### src/rtl/adc_result_pkg.sv
// package: register map, field layout, encodings and state of the result bank
package adc_result_pkg;

  localparam int ADDR_W = 8;
  localparam int DATA_W = 32;
  localparam int RES_W  = 10;
  localparam int WORD_W = 16;

  // byte addresses, one aligned word per register
  localparam logic [7:0] OFF_COMP_CTRL = 8'h00;
  localparam logic [7:0] OFF_THR_CTRL  = 8'h04;
  localparam logic [7:0] OFF_FORMAT    = 8'h08;
  localparam logic [7:0] OFF_REPEAT    = 8'h0C;
  localparam logic [7:0] OFF_COUNT     = 8'h10;
  localparam logic [7:0] OFF_FLT_H     = 8'h14;
  localparam logic [7:0] OFF_FLT_L     = 8'h18;
  localparam logic [7:0] OFF_RES_H     = 8'h1C;
  localparam logic [7:0] OFF_RES_L     = 8'h20;
  localparam logic [7:0] OFF_PREV_H    = 8'h24;
  localparam logic [7:0] OFF_PREV_L    = 8'h28;
  localparam logic [7:0] OFF_ACC_H     = 8'h2C;
  localparam logic [7:0] OFF_ACC_L     = 8'h30;
  localparam logic [7:0] OFF_STPT_H    = 8'h34;
  localparam logic [7:0] OFF_STPT_L    = 8'h38;
  localparam logic [7:0] OFF_ERR_H     = 8'h3C;
  localparam logic [7:0] OFF_ERR_L     = 8'h40;
  localparam logic [7:0] OFF_LTH_H     = 8'h44;
  localparam logic [7:0] OFF_LTH_L     = 8'h48;
  localparam logic [7:0] OFF_UTH_H     = 8'h4C;
  localparam logic [7:0] OFF_UTH_L     = 8'h50;
  localparam logic [7:0] OFF_STATUS    = 8'h54;
  localparam logic [7:0] OFF_IRQ_STAT  = 8'h58;
  localparam logic [7:0] OFF_IRQ_MASK  = 8'h5C;

  // computation_control fields
  localparam int CC_PREV_SEL  = 7;
  localparam int CC_SHIFT_LSB = 4;
  localparam int CC_CLEAR     = 3;
  localparam int CC_MODE_LSB  = 0;
  // threshold_control fields
  localparam int TC_CALC_LSB  = 4;
  localparam int TC_TMD_LSB   = 0;
  // format, status and interrupt bits
  localparam int FMT_BIT      = 0;
  localparam int ST_BELOW     = 0;
  localparam int ST_ABOVE     = 1;
  localparam int IRQ_DONE     = 0;
  localparam int IRQ_THR      = 1;
  localparam int IRQ_W        = 2;

  localparam logic [7:0] COUNT_MAX = 8'hFF;

  // computation modes
  localparam logic [2:0] MODE_BASIC   = 3'h0;
  localparam logic [2:0] MODE_ACCUM   = 3'h1;
  localparam logic [2:0] MODE_AVERAGE = 3'h2;
  localparam logic [2:0] MODE_BURST   = 3'h3;
  localparam logic [2:0] MODE_LPF     = 3'h4;

  // calculation select
  localparam logic [2:0] CALC_RES_PREV  = 3'h0;
  localparam logic [2:0] CALC_RES_STPT  = 3'h1;
  localparam logic [2:0] CALC_FLT_PREV  = 3'h2;
  localparam logic [2:0] CALC_FLT_STPT  = 3'h3;
  localparam logic [2:0] CALC_STPT_FLT  = 3'h4;

  // threshold interrupt modes
  localparam logic [2:0] TMD_NEVER   = 3'h0;
  localparam logic [2:0] TMD_BELOW   = 3'h1;
  localparam logic [2:0] TMD_NOT_LOW = 3'h2;
  localparam logic [2:0] TMD_INSIDE  = 3'h3;
  localparam logic [2:0] TMD_OUTSIDE = 3'h4;
  localparam logic [2:0] TMD_NOT_UP  = 3'h5;
  localparam logic [2:0] TMD_ABOVE   = 3'h6;
  localparam logic [2:0] TMD_ALWAYS  = 3'h7;

  typedef struct packed {
    logic              prev_sel;
    logic [2:0]        shift;
    logic [2:0]        mode;
    logic [2:0]        calc_sel;
    logic [2:0]        thr_mode;
    logic              fmt;
    logic [7:0]        repeat_thr;
    logic [7:0]        count;
    logic              restart;
    logic [RES_W-1:0]  result;
    logic [WORD_W-1:0] prev;
    logic [WORD_W-1:0] acc;
    logic [WORD_W-1:0] filter;
    logic [WORD_W-1:0] setpoint;
    logic [WORD_W-1:0] err;
    logic [WORD_W-1:0] lower;
    logic [WORD_W-1:0] upper;
    logic              below;
    logic              above;
    logic [IRQ_W-1:0]  irq_stat;
    logic [IRQ_W-1:0]  irq_mask;
    logic [DATA_W-1:0] rdata;
    logic              slverr;
  } state_type;

  localparam state_type RESET_STATE = '0;

endpackage

### src/rtl/calc_if.sv
// interface: operands and results between the register bank and the calculator
`timescale 1ns/1ps
`default_nettype none
interface calc_if;
  import adc_result_pkg::*;
  logic [2:0]        mode;
  logic [2:0]        shift;
  logic [2:0]        calc_sel;
  logic [2:0]        thr_mode;
  logic [RES_W-1:0]  result;
  logic [WORD_W-1:0] prev;
  logic [WORD_W-1:0] acc;
  logic [WORD_W-1:0] filter;
  logic [WORD_W-1:0] setpoint;
  logic [WORD_W-1:0] lower;
  logic [WORD_W-1:0] upper;
  logic [WORD_W-1:0] acc_sum;
  logic [WORD_W-1:0] lpf_out;
  logic [WORD_W-1:0] shifted;
  logic [WORD_W-1:0] err;
  logic              below;
  logic              above;
  logic              thr_hit;
  modport regs (output mode, shift, calc_sel, thr_mode, result, prev, acc,
                output filter, setpoint, lower, upper,
                input acc_sum, lpf_out, shifted, err, below, above, thr_hit);
  modport calc (input mode, shift, calc_sel, thr_mode, result, prev, acc,
                input filter, setpoint, lower, upper,
                output acc_sum, lpf_out, shifted, err, below, above, thr_hit);
endinterface
`default_nettype wire

### src/rtl/adc_calc.sv
// calculator: accumulate, filter, error and threshold comparison
`timescale 1ns/1ps
`default_nettype none
module adc_calc (
  // operands in, results out
  calc_if.calc c
);
  import adc_result_pkg::*;

  logic signed [WORD_W-1:0] res_s;
  logic signed [WORD_W-1:0] diff_s;
  logic signed [WORD_W-1:0] step_s;
  logic signed [WORD_W-1:0] shift_s;
  logic signed [WORD_W-1:0] err_s;

  always_comb begin
    res_s     = signed'({{(WORD_W-RES_W){1'b0}}, c.result});
    c.acc_sum = c.acc + res_s;
    shift_s   = signed'(c.acc) >>> c.shift;
    c.shifted = shift_s; // [RULE1]
    // first-order low-pass: move a 1/2^shift step toward the new sample
    diff_s    = res_s - signed'(c.filter);
    step_s    = diff_s >>> c.shift;
    c.lpf_out = c.filter + step_s; // [RULE2]
    case (c.calc_sel)
      CALC_RES_PREV: err_s = res_s - signed'(c.prev);
      CALC_RES_STPT: err_s = res_s - signed'(c.setpoint); // [RULE10]
      CALC_FLT_PREV: err_s = signed'(c.filter) - signed'(c.prev);
      CALC_FLT_STPT: err_s = signed'(c.filter) - signed'(c.setpoint);
      CALC_STPT_FLT: err_s = signed'(c.setpoint) - signed'(c.filter);
      // reserved codes fall back to result against setpoint
      default:       err_s = res_s - signed'(c.setpoint);
    endcase
    c.err   = err_s; // [RULE11]
    c.below = err_s < signed'(c.lower); // [RULE12]
    c.above = err_s > signed'(c.upper); // [RULE12]
    unique case (c.thr_mode)
      TMD_NEVER:   c.thr_hit = 1'b0;
      TMD_BELOW:   c.thr_hit = c.below;
      TMD_NOT_LOW: c.thr_hit = ~c.below;
      TMD_INSIDE:  c.thr_hit = ~c.below & ~c.above;
      TMD_OUTSIDE: c.thr_hit = c.below | c.above;
      TMD_NOT_UP:  c.thr_hit = ~c.above;
      TMD_ABOVE:   c.thr_hit = c.above;
      TMD_ALWAYS:  c.thr_hit = 1'b1;
    endcase
  end

endmodule
`default_nettype wire

### src/rtl/adc_result_regs.sv
// result register bank of the adc computation extension, apb slave
//
// Notes on behaviour
// RULE1: in accumulate, average and burst modes the filter output is the accumulator shifted right by the shift count.
// RULE2: in low-pass mode the filter output holds the low-pass filter result instead of the shifted accumulator.
// RULE3: with format bit 0 the result is left-justified, bits 9..2 high and bits 1..0 in low byte bits 7..6.
// RULE4: with format bit 1 the result is right-justified, bits 9..8 in high byte bits 1..0 and bits 7..0 low.
// RULE5: software must not use the six unused result bits of either format; they read as zero here.
// RULE6: with previous-source select 1 the filter output is captured into previous-value at conversion start.
// RULE7: with previous-source select 0 the conversion result is captured into previous-value at conversion start.
// RULE8: a captured conversion result is justified in previous-value the same way as the live result.
// RULE9: a 16-bit software-writable signed accumulator is kept, its top bit being the sign.
// RULE10: a 16-bit software-writable setpoint serves as operand of the error calculation.
// RULE11: a 16-bit read-only calculation error is computed with the formula picked by calculation select.
// RULE12: the error is compared with lower and upper thresholds, setting two flags and an interrupt by mode.
// RULE13: the conversion counter counts triggers and saturates at its maximum instead of wrapping.
//
// Implementation choices: the register addresses and register access over APB.
`timescale 1ns/1ps
`default_nettype none
module adc_result_regs (
  // apb clock and reset
  input  wire logic                                pclk,
  input  wire logic                                presetn,
  // apb slave
  input  wire logic                                psel,
  input  wire logic                                penable,
  input  wire logic                                pwrite,
  input  wire logic [adc_result_pkg::ADDR_W-1:0]   paddr,
  input  wire logic [adc_result_pkg::DATA_W-1:0]   pwdata,
  output logic      [adc_result_pkg::DATA_W-1:0]   prdata,
  output logic                                     pready,
  output logic                                     pslverr,
  // converter events, same clock
  input  wire logic                                conv_trigger,
  input  wire logic                                conv_start,
  input  wire logic                                conv_done,
  input  wire logic [adc_result_pkg::RES_W-1:0]    conv_data,
  // interrupt
  output logic                                     irq
);
  import adc_result_pkg::*;

  state_type  st;
  state_type  next_st;
  logic       setup;
  logic       wr;
  logic       rd;
  logic [7:0] waddr;
  logic [8:0] rbyte;
  logic       test;

  calc_if cif ();

  adc_calc u_calc (
    .c (cif.calc)
  );

  assign cif.mode     = st.mode;
  assign cif.shift    = st.shift;
  assign cif.calc_sel = st.calc_sel;
  assign cif.thr_mode = st.thr_mode;
  // a finishing conversion feeds its own sample straight into the math
  assign cif.result   = conv_done ? conv_data : st.result;
  assign cif.prev     = st.prev;
  assign cif.acc      = st.acc;
  assign cif.filter   = st.filter;
  assign cif.setpoint = st.setpoint;
  assign cif.lower    = st.lower;
  assign cif.upper    = st.upper;

  function automatic logic [7:0] res_high(input logic fmt,
                                          input logic [RES_W-1:0] r);
    res_high = fmt ? {6'h00, r[9:8]} : r[9:2]; // [RULE3] [RULE4] [RULE5]
  endfunction

  function automatic logic [7:0] res_low(input logic fmt,
                                         input logic [RES_W-1:0] r);
    res_low = fmt ? r[7:0] : {r[1:0], 6'h00}; // [RULE3] [RULE4] [RULE5]
  endfunction

  // bit 8 flags a mapped address, bits 7..0 the byte that reads back
  function automatic logic [8:0] read_byte(input logic [7:0] a,
                                           input state_type s);
    logic [7:0] b;
    logic       hit;
    b   = 8'h00;
    hit = 1'b1;
    case (a)
      OFF_COMP_CTRL: b = {s.prev_sel, s.shift, 1'b0, 1'b0, s.mode[1:0]} |
                         {5'h00, s.mode};
      OFF_THR_CTRL:  b = {1'b0, s.calc_sel, 1'b0, s.thr_mode};
      OFF_FORMAT:    b = {7'h00, s.fmt};
      OFF_REPEAT:    b = s.repeat_thr;
      OFF_COUNT:     b = s.count;
      OFF_FLT_H:     b = s.filter[15:8];
      OFF_FLT_L:     b = s.filter[7:0];
      OFF_RES_H:     b = res_high(s.fmt, s.result);
      OFF_RES_L:     b = res_low(s.fmt, s.result);
      OFF_PREV_H:    b = s.prev[15:8];
      OFF_PREV_L:    b = s.prev[7:0];
      OFF_ACC_H:     b = s.acc[15:8];
      OFF_ACC_L:     b = s.acc[7:0];
      OFF_STPT_H:    b = s.setpoint[15:8];
      OFF_STPT_L:    b = s.setpoint[7:0];
      OFF_ERR_H:     b = s.err[15:8];
      OFF_ERR_L:     b = s.err[7:0];
      OFF_LTH_H:     b = s.lower[15:8];
      OFF_LTH_L:     b = s.lower[7:0];
      OFF_UTH_H:     b = s.upper[15:8];
      OFF_UTH_L:     b = s.upper[7:0];
      OFF_STATUS:    b = {6'h00, s.above, s.below};
      OFF_IRQ_STAT:  b = {6'h00, s.irq_stat};
      OFF_IRQ_MASK:  b = {6'h00, s.irq_mask};
      default:       hit = 1'b0;
    endcase
    read_byte = {hit, b};
  endfunction

  always_comb begin
    next_st = st;
    setup   = psel & ~penable;
    wr      = psel & penable & pwrite;
    rd      = psel & penable & ~pwrite;
    waddr   = {paddr[7:2], 2'b00};
    rbyte   = read_byte(waddr, st);
    test    = 1'b0;

    // outside low-pass mode the filter tracks the shifted accumulator
    if (st.mode != MODE_LPF) begin
      next_st.filter = cif.shifted; // [RULE1]
    end

    // read data and error are latched in setup so the answer comes from
    // flops; values that move during the access phase are not seen
    if (setup) begin
      next_st.rdata  = {24'h000000, rbyte[7:0]};
      next_st.slverr = ~rbyte[8];
    end

    if (wr) begin
      case (waddr)
        OFF_COMP_CTRL: begin
          next_st.prev_sel = pwdata[CC_PREV_SEL];
          next_st.shift    = pwdata[CC_SHIFT_LSB +: 3];
          next_st.mode     = pwdata[CC_MODE_LSB +: 3];
          // clear strobe is self-clearing and reads back as zero
          if (pwdata[CC_CLEAR]) begin
            next_st.acc     = '0;
            next_st.count   = '0;
            next_st.restart = 1'b0;
          end
        end
        OFF_THR_CTRL: begin
          next_st.calc_sel = pwdata[TC_CALC_LSB +: 3];
          next_st.thr_mode = pwdata[TC_TMD_LSB +: 3];
        end
        OFF_FORMAT: next_st.fmt        = pwdata[FMT_BIT];
        OFF_REPEAT: next_st.repeat_thr = pwdata[7:0];
        OFF_COUNT:  next_st.count      = pwdata[7:0];
        OFF_RES_H: begin
          if (st.fmt) begin
            next_st.result[9:8] = pwdata[1:0]; // [RULE4]
          end else begin
            next_st.result[9:2] = pwdata[7:0]; // [RULE3]
          end
        end
        OFF_RES_L: begin
          if (st.fmt) begin
            next_st.result[7:0] = pwdata[7:0]; // [RULE4]
          end else begin
            next_st.result[1:0] = pwdata[7:6]; // [RULE3]
          end
        end
        OFF_ACC_H:  next_st.acc[15:8]      = pwdata[7:0]; // [RULE9]
        OFF_ACC_L:  next_st.acc[7:0]       = pwdata[7:0]; // [RULE9]
        OFF_STPT_H: next_st.setpoint[15:8] = pwdata[7:0]; // [RULE10]
        OFF_STPT_L: next_st.setpoint[7:0]  = pwdata[7:0]; // [RULE10]
        OFF_LTH_H:  next_st.lower[15:8]    = pwdata[7:0];
        OFF_LTH_L:  next_st.lower[7:0]     = pwdata[7:0];
        OFF_UTH_H:  next_st.upper[15:8]    = pwdata[7:0];
        OFF_UTH_L:  next_st.upper[7:0]     = pwdata[7:0];
        OFF_IRQ_MASK: next_st.irq_mask     = pwdata[IRQ_W-1:0];
        // read-only and unmapped words ignore writes
        default: ;
      endcase
    end

    // read-to-clear drops only the bits that were actually returned,
    // so an event landing after the setup sample is kept
    if (rd && waddr == OFF_IRQ_STAT) begin
      next_st.irq_stat = st.irq_stat & ~st.rdata[IRQ_W-1:0];
    end

    // hardware counting wins over a software write in the same cycle
    if (conv_trigger && st.count != COUNT_MAX) begin
      next_st.count = st.count + 8'h01; // [RULE13]
    end

    if (conv_start) begin
      if (st.prev_sel) begin
        next_st.prev = st.filter; // [RULE6]
      end else begin
        next_st.prev = {res_high(st.fmt, st.result),
                        res_low(st.fmt, st.result)}; // [RULE7] [RULE8]
      end
    end

    if (conv_done) begin
      next_st.result             = conv_data;
      next_st.irq_stat[IRQ_DONE] = 1'b1;
      next_st.restart            = 1'b0;
      case (st.mode)
        MODE_ACCUM, MODE_AVERAGE, MODE_BURST: begin
          next_st.acc = st.restart ? 16'(conv_data) : cif.acc_sum; // [RULE9]
        end
        MODE_LPF: begin
          next_st.acc    = cif.acc_sum;
          next_st.filter = cif.lpf_out; // [RULE2]
        end
        default: ;
      endcase
      // average, burst and low-pass modes test only once enough triggers have been seen
      if (st.mode == MODE_AVERAGE || st.mode == MODE_BURST ||
          st.mode == MODE_LPF) begin
        test = st.count >= st.repeat_thr; // [RULE13]
      end else begin
        test = 1'b1;
      end
      if (test) begin
        next_st.err   = cif.err; // [RULE11]
        next_st.below = cif.below; // [RULE12]
        next_st.above = cif.above; // [RULE12]
        if (cif.thr_hit) begin
          next_st.irq_stat[IRQ_THR] = 1'b1; // [RULE12]
        end
        // an average window closes: restart the sum on the next sample
        if (st.mode == MODE_AVERAGE || st.mode == MODE_BURST) begin
          next_st.count   = '0;
          next_st.restart = 1'b1;
        end
      end
    end
  end

  always_ff @(posedge pclk or negedge presetn) begin
    if (!presetn) begin
      st <= RESET_STATE;
    end else begin
      st <= next_st;
    end
  end

  assign prdata  = st.rdata;
  assign pready  = 1'b1;
  assign pslverr = st.slverr;
  assign irq     = |(st.irq_stat & st.irq_mask);

endmodule
`default_nettype wire

### config.mk
export PLATFORM = sky130hd
export DESIGN_NAME = adc_result_regs
export DESIGN_NICKNAME = d
export VERILOG_FILES = /design/src/rtl/adc_result_pkg.sv /design/src/rtl/calc_if.sv /design/src/rtl/adc_calc.sv /design/src/rtl/adc_result_regs.sv
export SDC_FILE = /design/constraint.sdc
export NUM_CORES = 1
export LEC_CHECK = 0
export BUFFER_PORTS_ARGS = -buffer_cell sky130_fd_sc_hd__buf_2
export CAP_MARGIN = 0
export CORE_ASPECT_RATIO = 1.4
export CORE_MARGIN = 4
export CORE_UTILIZATION = 50
export CTS_CLUSTER_SIZE = 40
export DETAILED_ROUTE_END_ITERATION = 8
export HOLD_SLACK_MARGIN = 0.06
export PLACE_DENSITY = 0.75
export REMOVE_ABC_BUFFERS = 1
export SYNTH_ARGS = -nofsm -noshare
export SYNTH_HDL_FRONTEND = slang
export SYNTH_HIERARCHICAL = 1
export SYNTH_SLANG_ARGS = --single-unit
### constraint.sdc
create_clock -name pclk -period 14.05 [get_ports pclk]
set_input_delay 1.405 -clock pclk [delete_from_list [all_inputs] [get_ports pclk]]
set_output_delay 1.405 -clock pclk [all_outputs]
set_load 0.01 [all_outputs]
# Word-level counts from Yosys, hierarchy flattened
# Index checks and enable logic that the tools add are counted.
[word_totals]
out_inout_bits = 35
reg_bits = 168
word_cells = 169
inputBits = 58
[op_classes]
mux = 37
n_bitwise = 15
n_reduce_logical = 33
eq_ne = 41
add_sub_neg = 9
n_shift = 2
order_cmp = 3
[op_table]
columns = ["operator", "count"]
rows = [
  ["8-bit one-hot mux with 24 select lines", 1],
  ["16-bit two-way mux", 6],
  ["16-bit one-hot mux with 4 select lines", 1],
  ["6-bit by 4-bit equality test with 1-bit output, second input constant", 8],
  ["6-bit by 5-bit equality test with 1-bit output, second input constant", 8],
  ["8-bit one-hot mux with 2 select lines", 3],
  ["11-bit by 16-bit subtractor with 16-bit output", 3],
  ["16-bit subtractor", 3],
  ["19-bit two-way mux", 2],
  ["32-bit two-way mux", 1],
  ["16-bit one-hot mux with 2 select lines", 1],
  ["16-bit by 3-bit >>> shifter with 16-bit output", 2],
  ["2-bit AND reduction", 14],
  ["9-bit two-way mux", 3],
  ["6-bit by 3-bit equality test with 1-bit output, second input constant", 4],
  ["8-bit two-way mux", 3],
  ["24-bit OR reduction", 1],
  ["3-bit by 2-bit equality test with 1-bit output, second input constant", 6],
  ["3-bit equality test, second input constant", 6],
  ["16-bit by 10-bit adder with 16-bit output", 1],
  ["16-bit adder", 1],
  ["16-bit > comparator", 1],
  ["16-bit less-than comparator", 1],
  ["6-bit by 2-bit equality test with 1-bit output, second input constant", 2],
  ["other kinds (28)", 58],
]

# Depth between registers and ports, before layout
# Gate-level depths: netlist of run 1.
[depth]
ltp_word = 10
ltp_mapped = 27
depth_no_buf = 25

# Cells and area by module
# The synthesis of run 1 kept the hierarchy.
[modules_own_cells]
columns = ["mod", "instances", "seq_area_each_um2", "area_per_inst_um2", "cells_per_inst"]
rows = [
  ["adc_result_regs", 1, 4204.0, 9369.0, 905],
  ["adc_calc", 1, 0.0, 6382.4, 893],
]

# Least setup slack after synthesis of run 1
# OpenSTA, ideal clock, no wires.
[synth_timing]
kind = "input-to-reg"
startpoint = "input conv_done"
endpoint = "register st, in the netlist cif.filter[15]"
t_arrival_ns = 6.231
setup_ns = 0.083
path_stages = 23
required_time_ns = 13.967
path_slack_ns = 7.736
n_path_buf = 2
cell_sequence = "clkbuf_1 > clkbuf_1 > o21ai_0 > ha_1 > nor2b_1 > o31a_1 > o21a_1 > o21ai_1 > xnor2_1 > mux4_2 > nand2_1 > nand2_1 > ha_1 > o21ai_0 > nor2_1 > o211ai_1 > nand3_1 > o41ai_1 > o2111ai_1 > a21oi_1 > xor2_1 > mux2i_1 > o21ai_0"
[synth_rtl]
columns = ["item", "line", "text"]
rows = [
  ["from (decl)", "adc_result_regs.sv:37", "input wire logic conv_done,"],
  ["to (signal assigned)", "adc_result_regs.sv:250", "st <= next_st;"],
  ["to (decl)", "adc_result_regs.sv:44", "state_type st;"],
]

==> results of run 1 <==
registers in the layout (all words and copies together) (netlist names):
signal / count
cif.acc: 16
cif.calc_sel: 3
cif.filter: 16
cif.lower: 16
cif.mode: 3
cif.prev: 16
cif.setpoint: 16
cif.shift: 3
cif.thr_mode: 3
cif.upper: 16
prdata: 8
pslverr: 1
st: 51
power groups by stage:
stage / registers, mW / clock network [mW] / logic (mW)
2_1_floorplan: 0.663 / 0 / 1.30
3_3_place_gp: 0.773 / 0 / 1.65
3_5_place_dp: 0.777 / 0 / 1.69
4_1_cts: 0.769 / 0.537 / 1.71
5_1_grt: 0.779 / 0.557 / 1.92
6_report: 0.779 / 0.534 / 1.75
metrics by stage:
stage | setup WS (ns) | hold slack, ns
6_report | 6.710 | 0.5182
5_1_grt | 6.406 | 0.5415
4_1_cts | 6.980 | 0.5193
3_5_place_dp | 6.535 | 0.5036
3_3_place_gp | 6.577 | 0.4904
2_1_floorplan | 7.658 | 0.4666
cells in the mapped netlist, types with 9 or more instances:
master and n:
a21oi_1 94, mux2_2 104, ha_1 115, nand4_1 9, o21a_1 14, nand2_1 138, and2_1 11, a21o_1 21
nand3_1 41, a221o_1 17, buf_4 39, nor2_1 122, or3_1 12, nor3_1 43, buf_2 19, a211oi_1 14
xnor2_1 54, a22oi_1 40, and3_1 28, clkbuf_1 58, dfrtp_1 168, a22o_1 11, nor4_1 10, nor2b_1 16
a221oi_1 16, o21ai_0 120, nand2b_1 17, inv_1 101, a31oi_1 26, xor2_1 26, mux2i_1 92
metal layers:
layer	track usage	vias to the layer above	wire, um
li1	-	6554	-
met2	0.5429	818	27240
met5	0	-	0
met4	0.2592	0	5634
met3	0.04924	252	4183
met1	0.4112	7150	21830
area by class of cell:
class	count	area, um2
Fill cell	2789	14230
Multi-Input combinational cell	1428	10600
Sequential cell	168	4205
Tap cell	390	488.0
Clock buffer	18	439.2
Inverter	102	382.9
Timing Repair Buffer	60	354.1
Clock inverter	14	210.2
worst min-delay path by stage:
stage	startpoint	end	slack [ns]	cells past startpoint
2_1_floorplan	st[35]	st[35]	0.47	1
3_3_place_gp	st[79]	st[79]	0.49	1
3_5_place_dp	st[79]	st[79]	0.50	1
4_1_cts	st[38]	st[38]	0.52	1
5_1_grt	st[75]	st[75]	0.54	1
6_report	pslverr	pslverr	0.52	2
logic make-up after synthesis:
logic type	Yosys count	synth area share
and+or+nand+nor	519	0.1726
other	2	0.0004768
muxes	210	0.1493
DFF	168	0.2669
AOI/OAI and AO/OA	473	0.2010
xor gates and xnor gates	80	0.04448
adders and majority gates	121	0.09898
buffers and inverters	225	0.06633
worst reg2reg max path, delay by kind of cell, from the launching register on:
family / cells / cell delay, ns
adders and majority gates: 3 / 1.01
DFF: 1 / 0.57
and+or+nand+nor: 7 / 2.02
AOI/OAI and AO/OA: 12 / 2.58
xor gates and xnor gates: 1 / 0.10
buffers and inverters: 2 / 0.28
==> metrics, run 1 <==
status complete, no violations; worst relative slew slack 0.2216; Post-synth EDFFs 0; Async SR Flop Fraction 1.000; Crit path top cell by count o21ai_0; Yosys top cell area share 0.2669; CTS tree built; DR iter-0 viols 1299; Mapped Cells 1798; Slew @ Worst Pin 1.168 ns; CP Depth 22; Post-CTS Setup Repair Bufs 0; R2R depth 25; RSZ-0062 raised after global routing false; vias in the first global route 14480; FF-to-FF setup slack 7.37 ns; core area 30900 um2; # nets final 1956; setup TNS 0 ns; Largest stage delay, worst path 0.78 ns; CP top delay family compound AO/OA/AOI/OAI gates; DR DRC count 0; clk_skew 0.01910 ns; Syn Area/Cell 8.760 um2; DIE AREA 34450 um2; maximum clock path buffer count 2; Worst Path Buf+Inv 1; # rows 76; Starting Density 0.5097; share of cells above drive strength 1 0.1469; Clock Sinks 168; Lkg Pwr 7.463 nW; Arrival @ worst endpoint 7.71 ns; clock share of power 0.174; first-pass GRT wire length 88240 um; period utilisation layout 0.5224; R2R Path End st[36]; largest cells by area after synthesis dfrtp_1, ha_1, mux2_2; Seq/Total Area, Yosys 0.2669; Flop pwr share 0.254; crit start category input port; Warnings, synthesis 6; CP endpoint cif.filter[15]; Tmin final 7.340 ns; Final Power 3.066 mW; area grow syn2layout 5.886%; total wire length 58890 um; dominant cell type by area after synthesis dfrtp_1; sw power 1.431 mW; Worst Setup SP conv_done; internal power 1.635 mW; clk_lat worst skew 0.47 ns; global route overflow 0; placed instance area 16030 um2; Hold Path Class reg -> reg; Mapped Area 15750 um2; reg2reg start cif.calc_sel[1]; CP Capture Type register; via/cell ratio 6.777; IO buf count 41; Crit Path Max Fanout 42; initial antenna violation count 0; Design Area, Final 16680 um2; clock-pin slew on the worst setup and hold paths 0.07 ns; Setup violations, final 0; antenna-violating nets left 0; H-tree depth 4; final hold violations 0; router iterations before antenna repair 6; Cell variety after synth 101; Synth Flop Type dfrtp_1; cts hold-fix bufs 0; clock buffer count from CTS 17; I/O pin count 93; largest net degree at the start of global routing 94; chip width 158.0 um; flops & latches, synth 168; die height 218.0 um; most frequent cells in the layout dfrtp_1, nand2_1, nor2_1; placed insts 2148; max-cap violations 0; Final Max Tran Viols 0; CP Class in -> reg; post-cts resize count 0; f_max 0.1362 GHz; slowest CP cell buf_2; dpl hpwl 43220 um; Sw Ratio 0.4667; diode count 0; CP cell instances buf_2 > o21ai_0 > ha_1 > o21a_1 > o31a_1 > o21a_1 > o21ai_1 > xnor2_1 > mux4_2 > nand2_1 > nand2_1 > ha_1 > o21ai_0 > nor2_1 > o211ai_1 > nand3_1 > o41ai_1 > o2111ai_1 > a21oi_1 > xor2_1 > mux2i_1 > o21ai_0; routability cong. 1.019; final core occ 0.5397; routed len/inst 27.01 um; Cell Count, Final, Fillers Out 2180; Req. time, crit path 14.42 ns; maximum vdd drop 126.0 uV; most common cell after layout, fill and taps aside dfrtp_1; Logic pwr share 0.572; total track usage 0.3407; PwrDens 183.8 nW/um2; Root Driver clkbuf_16; vias 14770
(Power assumes the default switching activity.)
==> inputs of run 2 (changes only) <==
--- a/config.mk
+++ b/config.mk
@@ -13,7 +13,7 @@
 export CTS_CLUSTER_SIZE = 40
 export DETAILED_ROUTE_END_ITERATION = 8
 export HOLD_SLACK_MARGIN = 0.06
-export PLACE_DENSITY = 0.75
+export PLACE_DENSITY = 0.77
 export REMOVE_ABC_BUFFERS = 1
 export SYNTH_ARGS = -nofsm -noshare
 export SYNTH_HDL_FRONTEND = slang
==> constraint.sdc (replaced) <==
create_clock -name pclk -period 6.59 [get_ports pclk]
set_input_delay 0.659 -clock pclk [delete_from_list [all_inputs] [get_ports pclk]]
set_output_delay 0.659 -clock pclk [all_outputs]
set_load 0.01 [all_outputs]
==> metrics, run 2 (synthesized netlist as in run 1, its figures left out) <==
status complete, no violations; clk_skew 0.01347 ns; clock buffer count from CTS 17; routed len/inst 26.39 um; vias in the first global route 14800; Clock Sinks 168; CP Class reg -> reg; routability cong. 1.057; vias 15030; area grow syn2layout 6.101%; largest net degree at the start of global routing 109; total wire length 57860 um; Slew @ Worst Pin 1.132 ns; die height 218.0 um; CTS tree built; period utilisation layout 0.9604; Final Power 6.524 mW; maximum vdd drop 245.7 uV; max-cap violations 0; Post-CTS Setup Repair Bufs 0; final hold violations 0; clock-pin slew on the worst setup and hold paths 0.07 ns; Arrival @ worst endpoint 6.73 ns; max reg flops 51; cts hold-fix bufs 0; dpl hpwl 42990 um; worst relative slew slack 0.2454; area of the multi-input gates 10590 um2; crit start category register; Setup violations, final 0; CP Capture Type register; # rows 76; core area 30900 um2; antenna-violating nets left 0; most frequent cells in the layout dfrtp_1, nand2_1, nor2_1; share of cells above drive strength 1 0.1516; Lkg Pwr 7.483 nW; IO buf count 41; largest reg by FF count st; I/O pin count 93; initial antenna violation count 0; setup TNS 0 ns; RSZ-0062 raised after global routing false; Req. time, crit path 6.99 ns; most common cell after layout, fill and taps aside dfrtp_1; tightest hold margin 0.3197 ns; # nets final 1967; Hold Path Class in -> async; clk_lat worst skew 0.46 ns; storage element area 4205 um2; Crit Path Max Fanout 15; Root Driver clkbuf_16; H-tree depth 4; Starting Density 0.5097; first-pass GRT wire length 86790 um; DR DRC count 0; Tmin final 6.329 ns; maximum clock path buffer count 2; global route overflow 0; final core occ 0.5408; fillers 2799; DIE AREA 34450 um2; post-cts resize count 0; PwrDens 390.4 nW/um2; f_max 0.1580 GHz; DR iter-0 viols 1557; router iterations before antenna repair 8; chip width 158.0 um; Final Max Tran Viols 0; total track usage 0.3336; via/cell ratio 6.855
-- run 2: cell count changes in the layout (fill, tap and decap cells not counted) --
| cell | previous run | this run |
|---|---|---|
| buf_4 | 19 | 30 |
| bufinv_16 | 4 | 2 |
| a211oi_1 | 13 | 14 |
| inv_8 | 1 | 3 |
| a211oi_2 | 1 | 0 |
| clkinvlp_4 | 0 | 4 |
| diode_2 | 0 | 1 |
| inv_6 | 5 | 2 |
| clkinv_4 | 4 | 2 |
| clkinv_2 | 0 | 1 |
-- run 2: cell type report --
type | count | share of cell area
repair buffers | 71 | 0.02613
multi-input cells | 1428 | 0.6339
well taps | 390 | 0.02920
clock inverters | 14 | 0.009808
diodes | 1 | 0.0001497
clock buffers | 18 | 0.02628
inverters | 102 | 0.02291
flip-flops and latches | 168 | 0.2516
-- run 2: report_power, final --
group / total (mW) / switching (mW) / internal [mW]
sequential: 1.64 / 0.430 / 1.21
clock: 1.05 / 0.469 / 0.578
combinational: 3.84 / 2.17 / 1.66
-- run 2: worst max-delay path, stage by stage (launching register included) --
cell and delay [ns]:
dfrtp_1 0.67, nor2b_1 0.25, nand2_1 0.12, buf_4 0.26, nor2_1 0.12, a21oi_1 0.08, fa_1 0.47, a211oi_1 0.43
o21ai_0 0.31, nand2_1 0.18, o21ai_0 0.17, a21o_1 0.22, a21oi_1 0.17, xnor2_1 0.09, a221o_1 0.38, ha_1 0.32
and3_1 0.17, nand4_1 0.17, nor2_1 0.19, o2111ai_1 0.19, a31oi_1 0.64, o21ai_0 0.14, and3_1 0.21, a31oi_1 0.16
a22o_1 0.16
-- run 2: metrics by stage --
step	setup WS, ns	instance area [um2]	cells
global route	0.04551	16710	2191
detailed placement	0.3407	16110	2159
CTS	0.6074	16710	2191
finish	0.2608	16710	2192
global placement	0.4691	16110	2159
floorplan	0.1983	15180	1698
-- run 2: path summary, 6_finish.rpt --
check / start / endpoint / slack, ns / depth (start not counted)
min in group pclk: conv_data[1] / st[152] / 0.47 / 3
worst min register to register: st[71] / st[71] / 0.51 / 1
max in group asynchronous: presetn / cif.filter[5] / 4.79 / 2
worst max register to register: cif.calc_sel[1] / st[36] / 0.26 / 24
worst max-delay path: cif.calc_sel[1] / st[36] / 0.26 / 24
worst min-delay path: presetn / st[164] / 0.32 / 1
-- run 2: layer usage --
metal	wire length, um	vias up	track usage
li1	-	6564	-
met1	20510	7241	0.3843
met2	26790	937	0.5401
met3	4853	284	0.05460
met4	5704	0	0.2688
met5	0	-	0
